`config.mk`:
```
export PLATFORM = sky130hd
export DESIGN_NAME = isf_formatter
export DESIGN_NICKNAME = d
export VERILOG_FILES = /design/src/isf_pkg.sv /design/src/isf_formatter.sv
export SDC_FILE = /design/constraint.sdc
export NUM_CORES = 1
export LEC_CHECK = 0
export BUFFER_PORTS_ARGS = -buffer_cell sky130_fd_sc_hd__buf_2
export CAP_MARGIN = 0
export CORE_UTILIZATION = 60
export DETAILED_ROUTE_END_ITERATION = 10
export HOLD_SLACK_MARGIN = 0.15
export PLACE_DENSITY = 0.78
export SYNTH_ARGS = -nofsm -noshare
export SYNTH_HDL_FRONTEND = slang
export SYNTH_SLANG_ARGS = --single-unit
```
`constraint.sdc`:
```
create_clock -name clk_i -period 5.8 [get_ports clk_i]
set_input_delay 0.58 -clock clk_i [delete_from_list [all_inputs] [get_ports clk_i]]
set_output_delay 0.58 -clock clk_i [all_outputs]
set_load 0.005 [all_outputs]
```
`src/isf_pkg.sv`:
```
// Package of the input sample formatter: register map, field layouts, states.
// Assumes a classic Wishbone slave with 32-bit data and byte addresses.
package isf_pkg;

    // ****************************************************************
    // Register map (byte addresses)
    // ****************************************************************
    localparam logic [7:0] ADDR_START = 8'h00;
    localparam logic [7:0] ADDR_COUNT = 8'h04;
    localparam logic [7:0] ADDR_SSTRIDE = 8'h08;
    localparam logic [7:0] ADDR_ITER_CNT = 8'h0C;
    localparam logic [7:0] ADDR_ISTRIDE = 8'h10;
    localparam logic [7:0] ADDR_MODE = 8'h14;
    localparam logic [7:0] ADDR_SHIFT = 8'h18;
    localparam logic [7:0] ADDR_FFT = 8'h1C;
    localparam logic [7:0] ADDR_CTRL = 8'h20;
    localparam logic [7:0] ADDR_STATUS = 8'h24;

    // Mode register fields
    localparam int MODE_REAL_BIT = 0;
    localparam int MODE_WIDTH_BIT = 1;
    localparam int MODE_SIGNED_BIT = 2;
    localparam int MODE_CONJ_BIT = 3;
    // FFT register fields
    localparam int FFT_ENABLE_BIT = 4;
    localparam int FFT_LOG2_MSB = 3;
    // Control and status fields
    localparam int CTRL_START_BIT = 0;
    localparam int STAT_BUSY_BIT = 0;

    localparam int SAMPLE_W = 24;
    localparam int MEM_ROW_W = 128;
    localparam int MEM_ADDR_W = 16;
    localparam int ROW_BYTES_LOG2 = 4;
    localparam logic [4:0] BITS_PER_BYTE = 5'h08;
    localparam logic [7:0] SHIFT_MAX = 8'h08;

    localparam logic [15:0] RST_ADDR = 16'h0000;
    localparam logic [11:0] RST_CNT = 12'h000;
    localparam logic [7:0] RST_SHIFT = 8'h00;

    typedef struct packed {
        logic [SAMPLE_W-1:0] re;
        logic [SAMPLE_W-1:0] im;
    } isf_sample_s;

    typedef enum logic [2:0] {
        ST_IDLE = 3'b001,
        ST_FETCH = 3'b010,
        ST_PAD = 3'b100
    } isf_state_e;

endpackage : isf_pkg

```
`src/isf_formatter.sv`:
```
// Input sample formatter: fetches samples from local memory, scales them to 24-bit I/Q, pads with zeros.
// Assumes a one-cycle-latency synchronous read of 128-bit rows and a core that may stall via ready.

// Operation
// - 16-bit words shift left, extend upward
// - 32-bit words drop low bits, saturate
// - Signed mode sign-extends and saturates signed
// - Conjugate negates imaginary of complex samples
// - Real mode supplies zero imaginary part
// - Width select picks 16 or 32 bits
// - Pad zeros up to FFT length
// - Pad only while FFT enabled
// - Start address spans 64 KB byte space
// - Fetch count plus one samples per iteration
// - Advance address by sample stride
// - Next iteration starts iteration stride later
// - Run iteration count plus one iterations
// - One complex sample per clock steady state
module isf_formatter #(
    parameter int CNT_W = 12
) (
    input wire logic clk_i,
    input wire logic rst_i,
    input wire logic wb_cyc_i,
    input wire logic wb_stb_i,
    input wire logic wb_we_i,
    input wire logic [7:0] wb_adr_i,
    input wire logic [3:0] wb_sel_i,
    input wire logic [31:0] wb_dat_i,
    output logic [31:0] wb_dat_o,
    output logic wb_ack_o,
    output logic mem_rd_o,
    output logic [isf_pkg::MEM_ADDR_W-1:0] mem_addr_o,
    input wire logic [isf_pkg::MEM_ROW_W-1:0] mem_rdata_i,
    output logic smp_valid_o,
    input wire logic smp_ready_i,
    output isf_pkg::isf_sample_s smp_data_o,
    output logic busy_o
);

    // ****************************************************************
    // Register file
    // ****************************************************************
    logic [15:0] start_addr_ff;
    logic [CNT_W-1:0] smp_cnt_ff;
    logic [15:0] smp_stride_ff;
    logic [CNT_W-1:0] iter_cnt_ff;
    logic [15:0] iter_stride_ff;
    logic real_ff;
    logic width_ff;
    logic signed_ff;
    logic conj_ff;
    logic [7:0] shift_ff;
    logic [3:0] fft_log2_ff;
    logic fft_enable_ff;
    logic ack_ff;
    logic [31:0] rdat_ff;
    isf_pkg::isf_state_e state_ff;

    wire bus_req = wb_cyc_i & wb_stb_i & ~ack_ff;
    wire bus_wr = bus_req & wb_we_i;
    wire sel_lo = wb_sel_i[0];
    wire wr_start = bus_wr & (wb_adr_i == isf_pkg::ADDR_START);
    wire wr_count = bus_wr & (wb_adr_i == isf_pkg::ADDR_COUNT);
    wire wr_sstr = bus_wr & (wb_adr_i == isf_pkg::ADDR_SSTRIDE);
    wire wr_icnt = bus_wr & (wb_adr_i == isf_pkg::ADDR_ITER_CNT);
    wire wr_istr = bus_wr & (wb_adr_i == isf_pkg::ADDR_ISTRIDE);
    wire wr_mode = bus_wr & (wb_adr_i == isf_pkg::ADDR_MODE) & sel_lo;
    wire wr_shift = bus_wr & (wb_adr_i == isf_pkg::ADDR_SHIFT) & sel_lo;
    wire wr_fft = bus_wr & (wb_adr_i == isf_pkg::ADDR_FFT) & sel_lo;
    wire wr_go = bus_wr & (wb_adr_i == isf_pkg::ADDR_CTRL) & sel_lo & wb_dat_i[isf_pkg::CTRL_START_BIT];
    wire is_busy = (state_ff != isf_pkg::ST_IDLE);

    // Byte-lane merge of a 16-bit register
    function automatic logic [15:0] merge16(input logic [15:0] old, input logic [31:0] d, input logic [3:0] s);
        merge16 = {s[1] ? d[15:8] : old[15:8], s[0] ? d[7:0] : old[7:0]};
    endfunction : merge16

    logic [31:0] rd_mux;
    always_comb begin
        rd_mux = 32'h0000_0000;
        if (wb_adr_i == isf_pkg::ADDR_START) begin
            rd_mux[15:0] = start_addr_ff;
        end else if (wb_adr_i == isf_pkg::ADDR_COUNT) begin
            rd_mux[CNT_W-1:0] = smp_cnt_ff;
        end else if (wb_adr_i == isf_pkg::ADDR_SSTRIDE) begin
            rd_mux[15:0] = smp_stride_ff;
        end else if (wb_adr_i == isf_pkg::ADDR_ITER_CNT) begin
            rd_mux[CNT_W-1:0] = iter_cnt_ff;
        end else if (wb_adr_i == isf_pkg::ADDR_ISTRIDE) begin
            rd_mux[15:0] = iter_stride_ff;
        end else if (wb_adr_i == isf_pkg::ADDR_MODE) begin
            rd_mux[3:0] = {conj_ff, signed_ff, width_ff, real_ff};
        end else if (wb_adr_i == isf_pkg::ADDR_SHIFT) begin
            rd_mux[7:0] = shift_ff;
        end else if (wb_adr_i == isf_pkg::ADDR_FFT) begin
            rd_mux[4:0] = {fft_enable_ff, fft_log2_ff};
        end else if (wb_adr_i == isf_pkg::ADDR_STATUS) begin
            rd_mux[isf_pkg::STAT_BUSY_BIT] = is_busy;
        end
    end

    always_ff @(posedge clk_i) begin
        if (rst_i) begin
            ack_ff <= 1'b0;
            rdat_ff <= 32'h0000_0000;
        end else begin
            ack_ff <= bus_req;
            rdat_ff <= bus_req ? rd_mux : 32'h0000_0000;
        end
    end
    assign wb_ack_o = ack_ff;
    assign wb_dat_o = rdat_ff;

    // Configuration is frozen while a run is in progress
    always_ff @(posedge clk_i) begin
        if (rst_i) begin
            start_addr_ff <= isf_pkg::RST_ADDR;
            smp_cnt_ff <= CNT_W'(isf_pkg::RST_CNT);
            smp_stride_ff <= isf_pkg::RST_ADDR;
            iter_cnt_ff <= CNT_W'(isf_pkg::RST_CNT);
            iter_stride_ff <= isf_pkg::RST_ADDR;
            {conj_ff, signed_ff, width_ff, real_ff} <= 4'h0;
            shift_ff <= isf_pkg::RST_SHIFT;
            {fft_enable_ff, fft_log2_ff} <= 5'h00;
        end else if (!is_busy) begin
            if (wr_start) start_addr_ff <= merge16(start_addr_ff, wb_dat_i, wb_sel_i);
            if (wr_count) smp_cnt_ff <= CNT_W'(merge16(16'(smp_cnt_ff), wb_dat_i, wb_sel_i));
            if (wr_sstr) smp_stride_ff <= merge16(smp_stride_ff, wb_dat_i, wb_sel_i);
            if (wr_icnt) iter_cnt_ff <= CNT_W'(merge16(16'(iter_cnt_ff), wb_dat_i, wb_sel_i));
            if (wr_istr) iter_stride_ff <= merge16(iter_stride_ff, wb_dat_i, wb_sel_i);
            if (wr_mode) {conj_ff, signed_ff, width_ff, real_ff} <= wb_dat_i[3:0];
            if (wr_shift) shift_ff <= wb_dat_i[7:0];
            if (wr_fft) {fft_enable_ff, fft_log2_ff} <= wb_dat_i[4:0];
        end
    end

    // ****************************************************************
    // Address sequencer
    // ****************************************************************
    logic [15:0] iter_base_ff;
    logic [15:0] addr_ff;
    logic [CNT_W-1:0] smp_idx_ff;
    logic [CNT_W-1:0] iter_idx_ff;
    logic [15:0] pad_left_ff;
    logic rd_pend_ff;
    logic [3:0] rd_lane_ff;
    logic pad_pend_ff;
    logic buf_ready;

    // Total FFT length minus fetched count, zero when no padding applies
    wire [16:0] fft_len = 17'h00001 << fft_log2_ff;
    wire [16:0] fetched = 17'(smp_cnt_ff) + 17'h00001;
    wire pad_needed = fft_enable_ff & (fft_len > fetched);
    wire [15:0] pad_count = pad_needed ? 16'(fft_len - fetched) : 16'h0000;

    wire issue = (state_ff == isf_pkg::ST_FETCH) & buf_ready;
    wire pad_issue = (state_ff == isf_pkg::ST_PAD) & buf_ready;
    wire last_smp = (smp_idx_ff == smp_cnt_ff);
    wire last_iter = (iter_idx_ff == iter_cnt_ff);
    wire last_pad = (pad_left_ff == 16'h0001);
    wire [15:0] next_base = iter_base_ff + iter_stride_ff;

    isf_pkg::isf_state_e nxt_state;
    always_comb begin
        nxt_state = state_ff;
        case (state_ff)
            isf_pkg::ST_IDLE: begin
                if (wr_go) nxt_state = isf_pkg::ST_FETCH;
            end
            isf_pkg::ST_FETCH: begin
                if (issue && last_smp) begin
                    if (pad_needed) nxt_state = isf_pkg::ST_PAD;
                    else if (last_iter) nxt_state = isf_pkg::ST_IDLE;
                end
            end
            isf_pkg::ST_PAD: begin
                if (pad_issue && last_pad) begin
                    nxt_state = last_iter ? isf_pkg::ST_IDLE : isf_pkg::ST_FETCH;
                end
            end
            default: nxt_state = isf_pkg::ST_IDLE;
        endcase
    end

    wire iter_done = (issue & last_smp & ~pad_needed) | (pad_issue & last_pad);

    always_ff @(posedge clk_i) begin
        if (rst_i) begin
            state_ff <= isf_pkg::ST_IDLE;
            iter_base_ff <= isf_pkg::RST_ADDR;
            addr_ff <= isf_pkg::RST_ADDR;
            smp_idx_ff <= '0;
            iter_idx_ff <= '0;
            pad_left_ff <= 16'h0000;
        end else begin
            state_ff <= nxt_state;
            if (state_ff == isf_pkg::ST_IDLE) begin
                iter_base_ff <= start_addr_ff;
                addr_ff <= start_addr_ff;
                smp_idx_ff <= '0;
                iter_idx_ff <= '0;
            end else if (iter_done) begin
                iter_base_ff <= next_base;
                addr_ff <= next_base;
                smp_idx_ff <= '0;
                iter_idx_ff <= iter_idx_ff + CNT_W'(1);
            end else if (issue) begin
                addr_ff <= addr_ff + smp_stride_ff;
                smp_idx_ff <= smp_idx_ff + CNT_W'(1);
            end
            if (issue && last_smp) pad_left_ff <= pad_count;
            else if (pad_issue) pad_left_ff <= pad_left_ff - 16'h0001;
        end
    end

    assign mem_rd_o = issue;
    assign mem_addr_o = addr_ff;
    assign busy_o = is_busy;

    // One cycle of read latency; pad slots travel the same pipe to keep order
    always_ff @(posedge clk_i) begin
        if (rst_i) begin
            rd_pend_ff <= 1'b0;
            pad_pend_ff <= 1'b0;
            rd_lane_ff <= 4'h0;
        end else begin
            rd_pend_ff <= issue;
            pad_pend_ff <= pad_issue;
            rd_lane_ff <= addr_ff[isf_pkg::ROW_BYTES_LOG2-1:0];
        end
    end

    // ****************************************************************
    // Scaling and formatting
    // ****************************************************************
    wire [127:0] row_shift = mem_rdata_i >> ({3'h0, rd_lane_ff} * 7'(isf_pkg::BITS_PER_BYTE));
    wire [31:0] raw_re = width_ff ? row_shift[31:0] : {16'h0000, row_shift[15:0]};
    wire [31:0] raw_im = width_ff ? row_shift[63:32] : {16'h0000, row_shift[31:16]};
    wire [3:0] shamt = (shift_ff > isf_pkg::SHIFT_MAX) ? 4'(isf_pkg::SHIFT_MAX) : shift_ff[3:0];

    // Converts one component to 24 bits
    function automatic logic [23:0] scale(input logic [31:0] w, input logic wide, input logic sgn,
                                          input logic [3:0] sh);
        logic [47:0] ext;
        logic signed [47:0] val;
        logic [3:0] up;
        ext = '0;
        val = '0;
        up = 4'h8 - sh;
        if (!wide) begin
            ext = {{32{sgn & w[15]}}, w[15:0]};
            scale = 24'(ext << up);
        end else begin
            ext = {{16{sgn & w[31]}}, w[31:0]};
            val = $signed(ext) >>> sh;
            if (sgn) begin
                if (val > 48'sh7F_FFFF) scale = 24'h7F_FFFF;
                else if (val < -48'sh80_0000) scale = 24'h80_0000;
                else scale = val[23:0];
            end else begin
                scale = (val > 48'sh FF_FFFF) ? 24'hFF_FFFF : val[23:0];
            end
        end
    endfunction : scale

    wire [23:0] fmt_re = scale(raw_re, width_ff, signed_ff, shamt);
    wire [23:0] fmt_im0 = scale(raw_im, width_ff, signed_ff, shamt);
    wire [23:0] fmt_im = real_ff ? 24'h00_0000 : (conj_ff ? 24'(-fmt_im0) : fmt_im0);

    isf_pkg::isf_sample_s in_smp;
    assign in_smp.re = pad_pend_ff ? 24'h00_0000 : fmt_re;
    assign in_smp.im = pad_pend_ff ? 24'h00_0000 : fmt_im;
    wire in_valid = rd_pend_ff | pad_pend_ff;

    // ****************************************************************
    // Two-entry output buffer
    // ****************************************************************
    isf_pkg::isf_sample_s buf_ff [2];
    logic [1:0] cnt_ff;
    logic rp_ff;
    logic wp_ff;
    wire push = in_valid;
    wire pop = smp_valid_o & smp_ready_i;
    // Stall issue unless a slot is free even with one word still in the pipe
    assign buf_ready = (cnt_ff == 2'h0) | ((cnt_ff == 2'h1) & ~in_valid) | pop & (cnt_ff == 2'h1);

    always_ff @(posedge clk_i) begin
        if (rst_i) begin
            cnt_ff <= 2'h0;
            rp_ff <= 1'b0;
            wp_ff <= 1'b0;
        end else begin
            if (push) wp_ff <= ~wp_ff;
            if (pop) rp_ff <= ~rp_ff;
            cnt_ff <= cnt_ff + {1'b0, push} - {1'b0, pop};
        end
    end
    always_ff @(posedge clk_i) begin
        if (push) buf_ff[wp_ff] <= in_smp;
    end
    assign smp_valid_o = (cnt_ff != 2'h0);
    assign smp_data_o = buf_ff[rp_ff];

    // ****************************************************************
    // Checks
    // ****************************************************************
    chk_buf_bound: assert property (@(posedge clk_i) disable iff (rst_i) cnt_ff <= 2'h2)
        else $error("buffer overflow");
    chk_real_zero: assert property (@(posedge clk_i) disable iff (rst_i)
        (push && real_ff) |=> (buf_ff[$past(wp_ff)].im == 24'h00_0000))
        else $error("real mode imaginary not zero");
    chk_pad_zero: assert property (@(posedge clk_i) disable iff (rst_i)
        pad_pend_ff |-> (in_smp.re == 24'h00_0000))
        else $error("pad sample not zero");
    chk_pad_fft: assert property (@(posedge clk_i) disable iff (rst_i)
        (state_ff == isf_pkg::ST_PAD) |-> fft_enable_ff)
        else $error("padding without fft enable");
    chk_stride_step: assert property (@(posedge clk_i) disable iff (rst_i)
        (issue && !last_smp) |=> (addr_ff == $past(addr_ff) + $past(smp_stride_ff)))
        else $error("sample stride wrong");
    chk_iter_base: assert property (@(posedge clk_i) disable iff (rst_i)
        iter_done |=> (addr_ff == $past(iter_base_ff) + $past(iter_stride_ff)))
        else $error("iteration stride wrong");
    chk_go_start: assert property (@(posedge clk_i) disable iff (rst_i)
        (state_ff == isf_pkg::ST_IDLE && wr_go) |=> (addr_ff == $past(start_addr_ff)))
        else $error("start address wrong");
    chk_smp_count: assert property (@(posedge clk_i) disable iff (rst_i)
        (state_ff == isf_pkg::ST_FETCH) |-> (smp_idx_ff <= smp_cnt_ff))
        else $error("sample count overrun");
    chk_run_end: assert property (@(posedge clk_i) disable iff (rst_i)
        (iter_done && last_iter) |=> (state_ff == isf_pkg::ST_IDLE))
        else $error("run did not end");

    // Bus answer shape, stream hand-off, formatting, saturation and configuration
    chk_ack_pulse: assert property (@(posedge clk_i) disable iff (rst_i)
        wb_ack_o |=> !wb_ack_o)
        else $error("ack longer than one cycle");
    chk_rdat_idle: assert property (@(posedge clk_i) disable iff (rst_i)
        !wb_ack_o |-> (wb_dat_o == 32'h0000_0000))
        else $error("read data outside ack");
    chk_valid_hold: assert property (@(posedge clk_i) disable iff (rst_i)
        (smp_valid_o && !smp_ready_i) |=> (smp_valid_o && $stable(smp_data_o)))
        else $error("stalled sample not held");
    chk_full_rate: assert property (@(posedge clk_i) disable iff (rst_i)
        (state_ff == isf_pkg::ST_FETCH && cnt_ff == 2'h0) |-> mem_rd_o)
        else $error("fetch stalled with empty buffer");
    chk_conj_neg: assert property (@(posedge clk_i) disable iff (rst_i)
        (rd_pend_ff && conj_ff && !real_ff) |-> ((in_smp.im + fmt_im0) == 24'h00_0000))
        else $error("conjugate not negated");
    chk_lsb_fill: assert property (@(posedge clk_i) disable iff (rst_i)
        (rd_pend_ff && !width_ff && shamt == 4'h0) |-> (fmt_re[7:0] == 8'h00))
        else $error("16-bit low bits not zero");
    chk_sat_signed: assert property (@(posedge clk_i) disable iff (rst_i)
        (rd_pend_ff && width_ff && signed_ff && shamt == 4'h0 && !raw_re[31] && raw_re[30:23] != 8'h00)
        |-> (fmt_re == 24'h7F_FFFF))
        else $error("signed saturation wrong");
    chk_sat_unsigned: assert property (@(posedge clk_i) disable iff (rst_i)
        (rd_pend_ff && width_ff && !signed_ff && shamt == 4'h0 && raw_re[31:24] != 8'h00) |-> (fmt_re == 24'hFF_FFFF))
        else $error("unsigned saturation wrong");
    chk_cfg_frozen: assert property (@(posedge clk_i) disable iff (rst_i)
        is_busy |=> ($stable(smp_cnt_ff) && $stable(start_addr_ff)))
        else $error("configuration changed while busy");
    chk_no_pad_off: assert property (@(posedge clk_i) disable iff (rst_i)
        (issue && last_smp && !fft_enable_ff) |=> (state_ff != isf_pkg::ST_PAD))
        else $error("padding entered while fft disabled");

endmodule : isf_formatter

```
# After elaboration in Yosys (flattened, before gate mapping)

Memory sizes are Yosys's and may differ from the RTL's. A register that Yosys moved wholly into a read port is not among the register bits.
Index checks and enable logic that the tools add are counted.

Word-level logic and storage cells: 196
RAM bits: 96
Bits of input ports: 178
Memories: 1
Register bits: 207

Memory list:

| memory | words | width | rd ports | clocked after Yosys merged registers in | write ports | RTL line             | RTL |
|---|---|---|---|---|---|---|---|
| buf_ff | 2     | 48    | 1        | 1                                       | 1           | isf_formatter.sv:279 | `isf_pkg::isf_sample_s buf_ff [2];` |

Mux-type cells: 51
Reduce and logical (&&, ||, !) cells: 25
Add/subtract/negate cells: 11
Equality and inequality tests: 21
Shifts and indexed selects: 6
Bitwise operators: 41
$lt $le $gt $ge: 8

Operator list:

| cell                  | number |
|---|---|
| $mux 24               | 14 |
| $mux 16               | 10 |
| $shr 128x7->64        | 1 |
| $gt 48x24->1 const B  | 2 |
| $gt 48x25->1 const B  | 2 |
| $lt 48x24->1 const B  | 2 |
| $shl 48x4->24         | 2 |
| $sshr 33x4->48        | 2 |
| $mux 32               | 2 |
| $add 16x16->16        | 2 |
| $eq 8x5->1 const B    | 4 |
| $and 1x1->1           | 30 |
| $reduce_and 3->1      | 10 |
| $add 12x1->12 const B | 2 |
| $eq 12x12->1          | 2 |
| $mux 12               | 2 |
| $mux 4                | 6 |
| $neg 24->24           | 1 |
| $mux 3                | 6 |
| $gt 17x13->1          | 1 |
| $shl 1x4->17 const A  | 1 |
| $eq 16x1->1 const B   | 1 |
| $eq 8x4->1 const B    | 2 |
| $eq 8x6->1 const B    | 2 |
| other kinds (32)      | 54 |

# Depth between registers and ports, before layout

Depth in word-level cells: 13
Mapped depth: 22
Mapped depth without buffers: 17

# Worst setup path before layout

No wires, ideal clock.

Path kind: register to register
From: register shift_ff[4]
To: memory buf_ff[0][23] in the netlist's numbering, data pin
Path slack: 0.549 ns
Data required time: 5.660 ns
Clock period less this slack: 5.251 ns
Stages on the path, launching flop included: 20
Data arrival time: 5.112 ns
Cells stage by stage: dfxtp_1 or4_4 nor3_4 inv_2 clkbuf_1 clkbuf_1 clkbuf_1 clkbuf_1 ha_1 xnor2_1 clkbuf_1 o22ai_1 a31oi_1 o21ai_0 a221oi_1 o32ai_2 nor4_4 nand4_2 or4_1 nand3_1

RTL lines:

| what                   | RTL line             | RTL |
|---|---|---|
| from (decl)            | isf_formatter.sv:53  | `logic [7:0] shift_ff;` |
| from (signal assigned) | isf_formatter.sv:124 | `shift_ff <= isf_pkg::RST_SHIFT;` |
| from (signal assigned) | isf_formatter.sv:133 | `if (wr_shift) shift_ff <= wb_dat_i[7:0];` |
| to (decl)              | isf_formatter.sv:279 |  |

==> impl.org <==
** Cells and area
- Cell area after layout :: 27800 um^2
- Of the cells placed in the final design, the portion with a size suffix greater than 1 is 19.8%.
- The final layout contains 3356 nets.
- Registers take 6740 um^2.
- Total inserted antenna cells :: 0
- Fill cell total of the finished layout :: 3347
- Compared with the post-synthesis result, the final layout area differs by 11.4%.
- Filler-free cell count of the finished design :: 3677
- Area of the multi-input gates :: 17100 um^2

** Yosys
- sky130_fd_sc_hd__dfxtp_1 takes more of the synthesized area than any other cell.
- Summed over its instances, the top area cell type makes up 15.4% of the synthesized netlist area.
- Yosys mapped a number of flops with a built-in enable equal to 96.
- Netlist Area Pre-Place :: 25000 um^2
- Avg Cell Area, Syn :: 8.40 um^2
- By area the synthesized netlist is led by sky130_fd_sc_hd__dfxtp_1 (15%), sky130_fd_sc_hd__edfxtp_1 (12%), sky130_fd_sc_hd__mux4_2 (8.4%), sky130_fd_sc_hd__mux2i_1 (8.2%), sky130_fd_sc_hd__nor2_1 (5.2%).
- Sequential elements use 26.9% of the synthesized area.
- Proportion of register bits with asynchronous set or reset after synthesis :: 0%
- Commonest register cell after synthesis :: sky130_fd_sc_hd__dfxtp_1
- After technology mapping, the gate count stands at 2972.
- The Yosys step of the flow raised 0 warnings.
- Number of distinct standard cells referenced by the synthesized netlist :: 96
- Synthesized flop and latch total :: 288

** Drt
- First drt pass iteration count :: 6
- Met2 Wirelength :: 43.9 mm
- Routed met3 length :: 8.52 mm
- Highest routed metal layer :: met5
- Dividing the detail-routed via count by the number of cells gives 7.07.
- In the final routed layout, each cell accounts on average for 25.4 um.
- Post-route ant nets :: 0
- Total vias in the final route :: 26.0k
- Routed wire length :: 93.5 mm
- After detailed routing, the wire length on met1 is 33.8 mm.
- For this run, design rule violations remaining after detail routing come to 0.
- For this block, the initial DRC count from the detailed router was 3590.

** Placement
- Total placed cells including tap cells :: 3619
- Quantity of I/O buffers inserted on ports :: 243
- After detailed placement, the total cell area comes to 26700 um^2.
- Post-DP HPWL :: 68.8 mm
- Routability-driven placement congestion ratio :: 1.01

** Worst hold path
- The startpoint identified for the worst hold timing path is wb_dat_i[15].
- Classification of the worst-slack hold path :: in -> reg
- For hold timing, the worst endpoint is smp_stride_ff[15]$_SDFFE_PP0P_.
- The worst hold path passes through 3 cells.

** Clock tree
- The clock drives 288 sinks.
- TritonCTS clock tree :: done
- In this run the deepest clock path goes through 3 buffers.
- Cell at the root of the clock tree :: sky130_fd_sc_hd__clkbuf_16
- The later pin in the worst-skew pair is clocked with a latency of 0.59 ns.
- Num CTS Buffers :: 30
- After clock tree synthesis, the clock-pin slew on the worst setup and hold paths is 0.07 ns.
- H-tree Lvls :: 1
- Count of hold buffers inserted by post-cts repair :: 0

** Setup path
- Category of the worst setup path launch point :: flip-flop
- End of the worst register-to-register path :: buf_ff[1][23]$_DFFE_PP_
- Critical Path AT :: 5.93 ns
- Largest fanout on the critical path :: 36
- Critical Path RT :: 6.24 ns
- The startpoint identified for the worst register-to-register timing path is shift_ff[6]$_SDFFE_PP0P_.
- The worst register-to-register path has a depth of 17.
- The critical path in this run is classified as reg -> reg.
- The setup check on the worst reg-to-reg path leaves a slack of 0.31 ns.
- Kind of end point of the critical path :: flip-flop

** GRT
- The via count of the first global-routing pass came to 24.7k.
- The initial antenna violation count came to 2.
- GR Util All Layers :: 42.9%
- Entering global routing, the biggest net connects 80 pins.
- The total overflow left after global routing is 0.
- The first global-routing pass estimated 141 mm of wire.

** Timing
- Setup repair after global routing missed its margin :: false
- Headroom to the max-slew limit came out at 24.7%.
- The tightest hold path in the finished design has a slack of 0.274 ns.
- Period minus WS final :: 5.49 ns
- Worst Tran Pin Value :: 1.12 ns
- Count of final max-slew check failures :: 0
- Total setup violations reported at the end of the flow :: 0
- Setup tns final :: 0 ns
- The worst path uses 94.7% of the clock period.
- For this run, the top clock speed supported by timing is 182 MHz.
- Between clock sinks in the finished design, the worst skew comes to 0.0253 ns.
- The number of failing hold endpoints at the final stage is 0.

** Power
- Dividing total power by cell area gives a power density of 169 nW/um^2.
- Internal power :: 3500 uW
- The clock network burns 43.0% of the power.
- The analysis attributes to net switching a power of 1200 uW.
- Fraction of power consumed by combinational cells :: 12.7%
- Summed over all cells, the static leakage comes to 0.0106 uW.
- Per report_power, the sequential group accounts for 44.3% of the total.
- IR analysis of the VDD net gives a maximum drop of 206 uV.
- Sw frac :: 25.5%

** Die
- Measured along the x axis, the die boundary spans 206 um.
- Number of top-level pins :: 278
- Die Outline Area :: 42400 um^2
- Site Rows :: 74
- Height of the die :: 206 um
- Placeable core region :: 40900 um^2
- The initial utilization of the core area, before any placement, comes to 61.0%.

** Flow run
- Reported max-cap violation count :: 0

** Run status
- The run finished with clean final reports.
[cells in the final DEF (no fill, tap or decap), types with 96 or more instances in the layout]
master                     instances
sky130_fd_sc_hd__nor2_1          345
sky130_fd_sc_hd__nand2_1         298
sky130_fd_sc_hd__buf_2           242
sky130_fd_sc_hd__mux2i_1         205
sky130_fd_sc_hd__a21oi_1         203
sky130_fd_sc_hd__dfxtp_1         187
sky130_fd_sc_hd__o21ai_0         134
sky130_fd_sc_hd__buf_4            99
sky130_fd_sc_hd__nand3_1          98
sky130_fd_sc_hd__edfxtp_1         96
[cell usage after synthesis, types with 10 or more instances]
| library cell | instances |
|---|---|
| sky130_fd_sc_hd__a211o_1 | 12 |
| sky130_fd_sc_hd__a211oi_1 | 50 |
| sky130_fd_sc_hd__a21o_1 | 28 |
| sky130_fd_sc_hd__a21oi_1 | 204 |
| sky130_fd_sc_hd__a221oi_1 | 33 |
| sky130_fd_sc_hd__a222oi_1 | 16 |
| sky130_fd_sc_hd__a22oi_1 | 48 |
| sky130_fd_sc_hd__a31oi_1 | 25 |
| sky130_fd_sc_hd__and2_1 | 13 |
| sky130_fd_sc_hd__and3_1 | 28 |
| sky130_fd_sc_hd__buf_1 | 31 |
| sky130_fd_sc_hd__buf_2 | 20 |
| sky130_fd_sc_hd__buf_4 | 22 |
| sky130_fd_sc_hd__clkbuf_1 | 160 |
| sky130_fd_sc_hd__dfxtp_1 | 192 |
| sky130_fd_sc_hd__edfxtp_1 | 96 |
| sky130_fd_sc_hd__ha_1 | 52 |
| sky130_fd_sc_hd__inv_1 | 49 |
| sky130_fd_sc_hd__mux2_1 | 14 |
| sky130_fd_sc_hd__mux2_2 | 74 |
| sky130_fd_sc_hd__mux2i_1 | 205 |
| sky130_fd_sc_hd__mux4_2 | 93 |
| sky130_fd_sc_hd__nand2_1 | 298 |
| sky130_fd_sc_hd__nand2b_1 | 33 |
| sky130_fd_sc_hd__nand3_1 | 98 |
| sky130_fd_sc_hd__nand4_1 | 24 |
| sky130_fd_sc_hd__nor2_1 | 349 |
| sky130_fd_sc_hd__nor2b_1 | 22 |
| sky130_fd_sc_hd__nor3_1 | 51 |
| sky130_fd_sc_hd__nor4_1 | 18 |
| sky130_fd_sc_hd__o211ai_1 | 61 |
| sky130_fd_sc_hd__o21a_1 | 13 |
| sky130_fd_sc_hd__o21ai_0 | 134 |
| sky130_fd_sc_hd__o21ai_1 | 21 |
| sky130_fd_sc_hd__o221ai_1 | 14 |
| sky130_fd_sc_hd__o22a_1 | 10 |
| sky130_fd_sc_hd__o22ai_1 | 31 |
| sky130_fd_sc_hd__o31ai_1 | 15 |
| sky130_fd_sc_hd__or2_2 | 17 |
| sky130_fd_sc_hd__or3_1 | 27 |
| sky130_fd_sc_hd__or4_1 | 12 |
| sky130_fd_sc_hd__xnor2_1 | 63 |
| sky130_fd_sc_hd__xor2_1 | 49 |
[worst max path at each step]
stage,from,endpoint,cells after the start
final,shift_ff[6]$_SDFFE_PP0P_,buf_ff[1][23]$_DFFE_PP_,17
after global routing,rd_lane_ff[0]$_SDFF_PP0_,buf_ff[0][22]$_DFFE_PP_,15
after CTS,rd_lane_ff[0]$_SDFF_PP0_,buf_ff[1][23]$_DFFE_PP_,17
after detailed placement,rd_lane_ff[0]$_SDFF_PP0_,buf_ff[0][23]$_DFFE_PP_,15
after global placement,rd_lane_ff[0]$_SDFF_PP0_,buf_ff[0][22]$_DFFE_PP_,15
after floorplan,shift_ff[4]$_SDFFE_PP0P_,buf_ff[0][23]$_DFFE_PP_,19
[metrics by stage]
stage | util [%] | power (uW) | setup WS [ns]
detailed placement | 65.2 | 2700 | 0.456
finish | 68.0 | 4710 | 0.308
global placement | 65.2 | 2690 | 0.571
global route | 68.0 | 4830 | 0.0614
floorplan | - | 2470 | 0.549
CTS | 67.8 | 4700 | 0.427
[registers in the layout, summed over array words and instances, names as in the netlist, 16 cells and up, named ones only]
name and flops:
iter_stride_ff 16, iter_base_ff 16, smp_stride_ff 16, buf_ff 96, wb_dat_o 16, pad_left_ff 16, mem_addr_o 16, start_addr_ff 16
[power by group through the flow]
stage	clock [uW]	combinational, uW	sequential (uW)
2_1_floorplan	0	339	2130
6_report	2020	596	2090
3_3_place_gp	0	565	2130
5_1_grt	2110	630	2090
3_5_place_dp	0	572	2130
4_1_cts	2030	576	2090
[per-layer routing]
layer  GRT usage, %  vias up
li1               -    11400
met4           29.7        4
met3           6.94      438
met2           70.9     1734
met1           51.0    12400
met5              0        -
[critical path, cell delays in order (launching register included)]
cell and delay (ns):
sky130_fd_sc_hd__dfxtp_1 0.42, sky130_fd_sc_hd__or4_4 0.22, sky130_fd_sc_hd__nor3_4 0.05, sky130_fd_sc_hd__inv_2 0.26, sky130_fd_sc_hd__buf_4 0.46, sky130_fd_sc_hd__nand2_1 0.36, sky130_fd_sc_hd__o21ai_1 0.38, sky130_fd_sc_hd__a221oi_1 0.17
sky130_fd_sc_hd__a311oi_2 0.48, sky130_fd_sc_hd__a41oi_1 0.25, sky130_fd_sc_hd__buf_4 0.20, sky130_fd_sc_hd__buf_4 0.19, sky130_fd_sc_hd__a211oi_1 0.35, sky130_fd_sc_hd__o21ai_0 0.32, sky130_fd_sc_hd__nor3_1 0.35, sky130_fd_sc_hd__nand4_2 0.19
sky130_fd_sc_hd__or4_1 0.56, sky130_fd_sc_hd__nand3_1 0.13
[area by class of cell]
cell class              instances  share of cell area [%]
clock inverters                14                   0.612
inverters                      55                   0.742
well taps                     532                    2.39
repair buffers                345                    7.34
clock buffers                  40                    3.20
multi-input cells            2403                    61.5
flip-flops and latches        288                    24.2
[logic make-up (layout without fill, tap and decap cells)]
kind of cell	after synthesis	in the layout	share of synthesized area, %
AOI/OAI and AO/OA	806	806	21.5
xor gates and xnor gates	112	112	3.93
adders and majority gates	55	55	2.85
buffers and inverters	296	454	5.12
DFF	288	288	26.9
muxes	387	387	20.6
other	1	16	0.0150
and+or+nand+nor	1027	1027	19.0
[repair_timing]
action | CTS | global route
buffers inserted | 0 | 4
resized for setup | 0 | 3
setup endpoints to repair | 0 | 16
(Power assumes the default switching activity.)
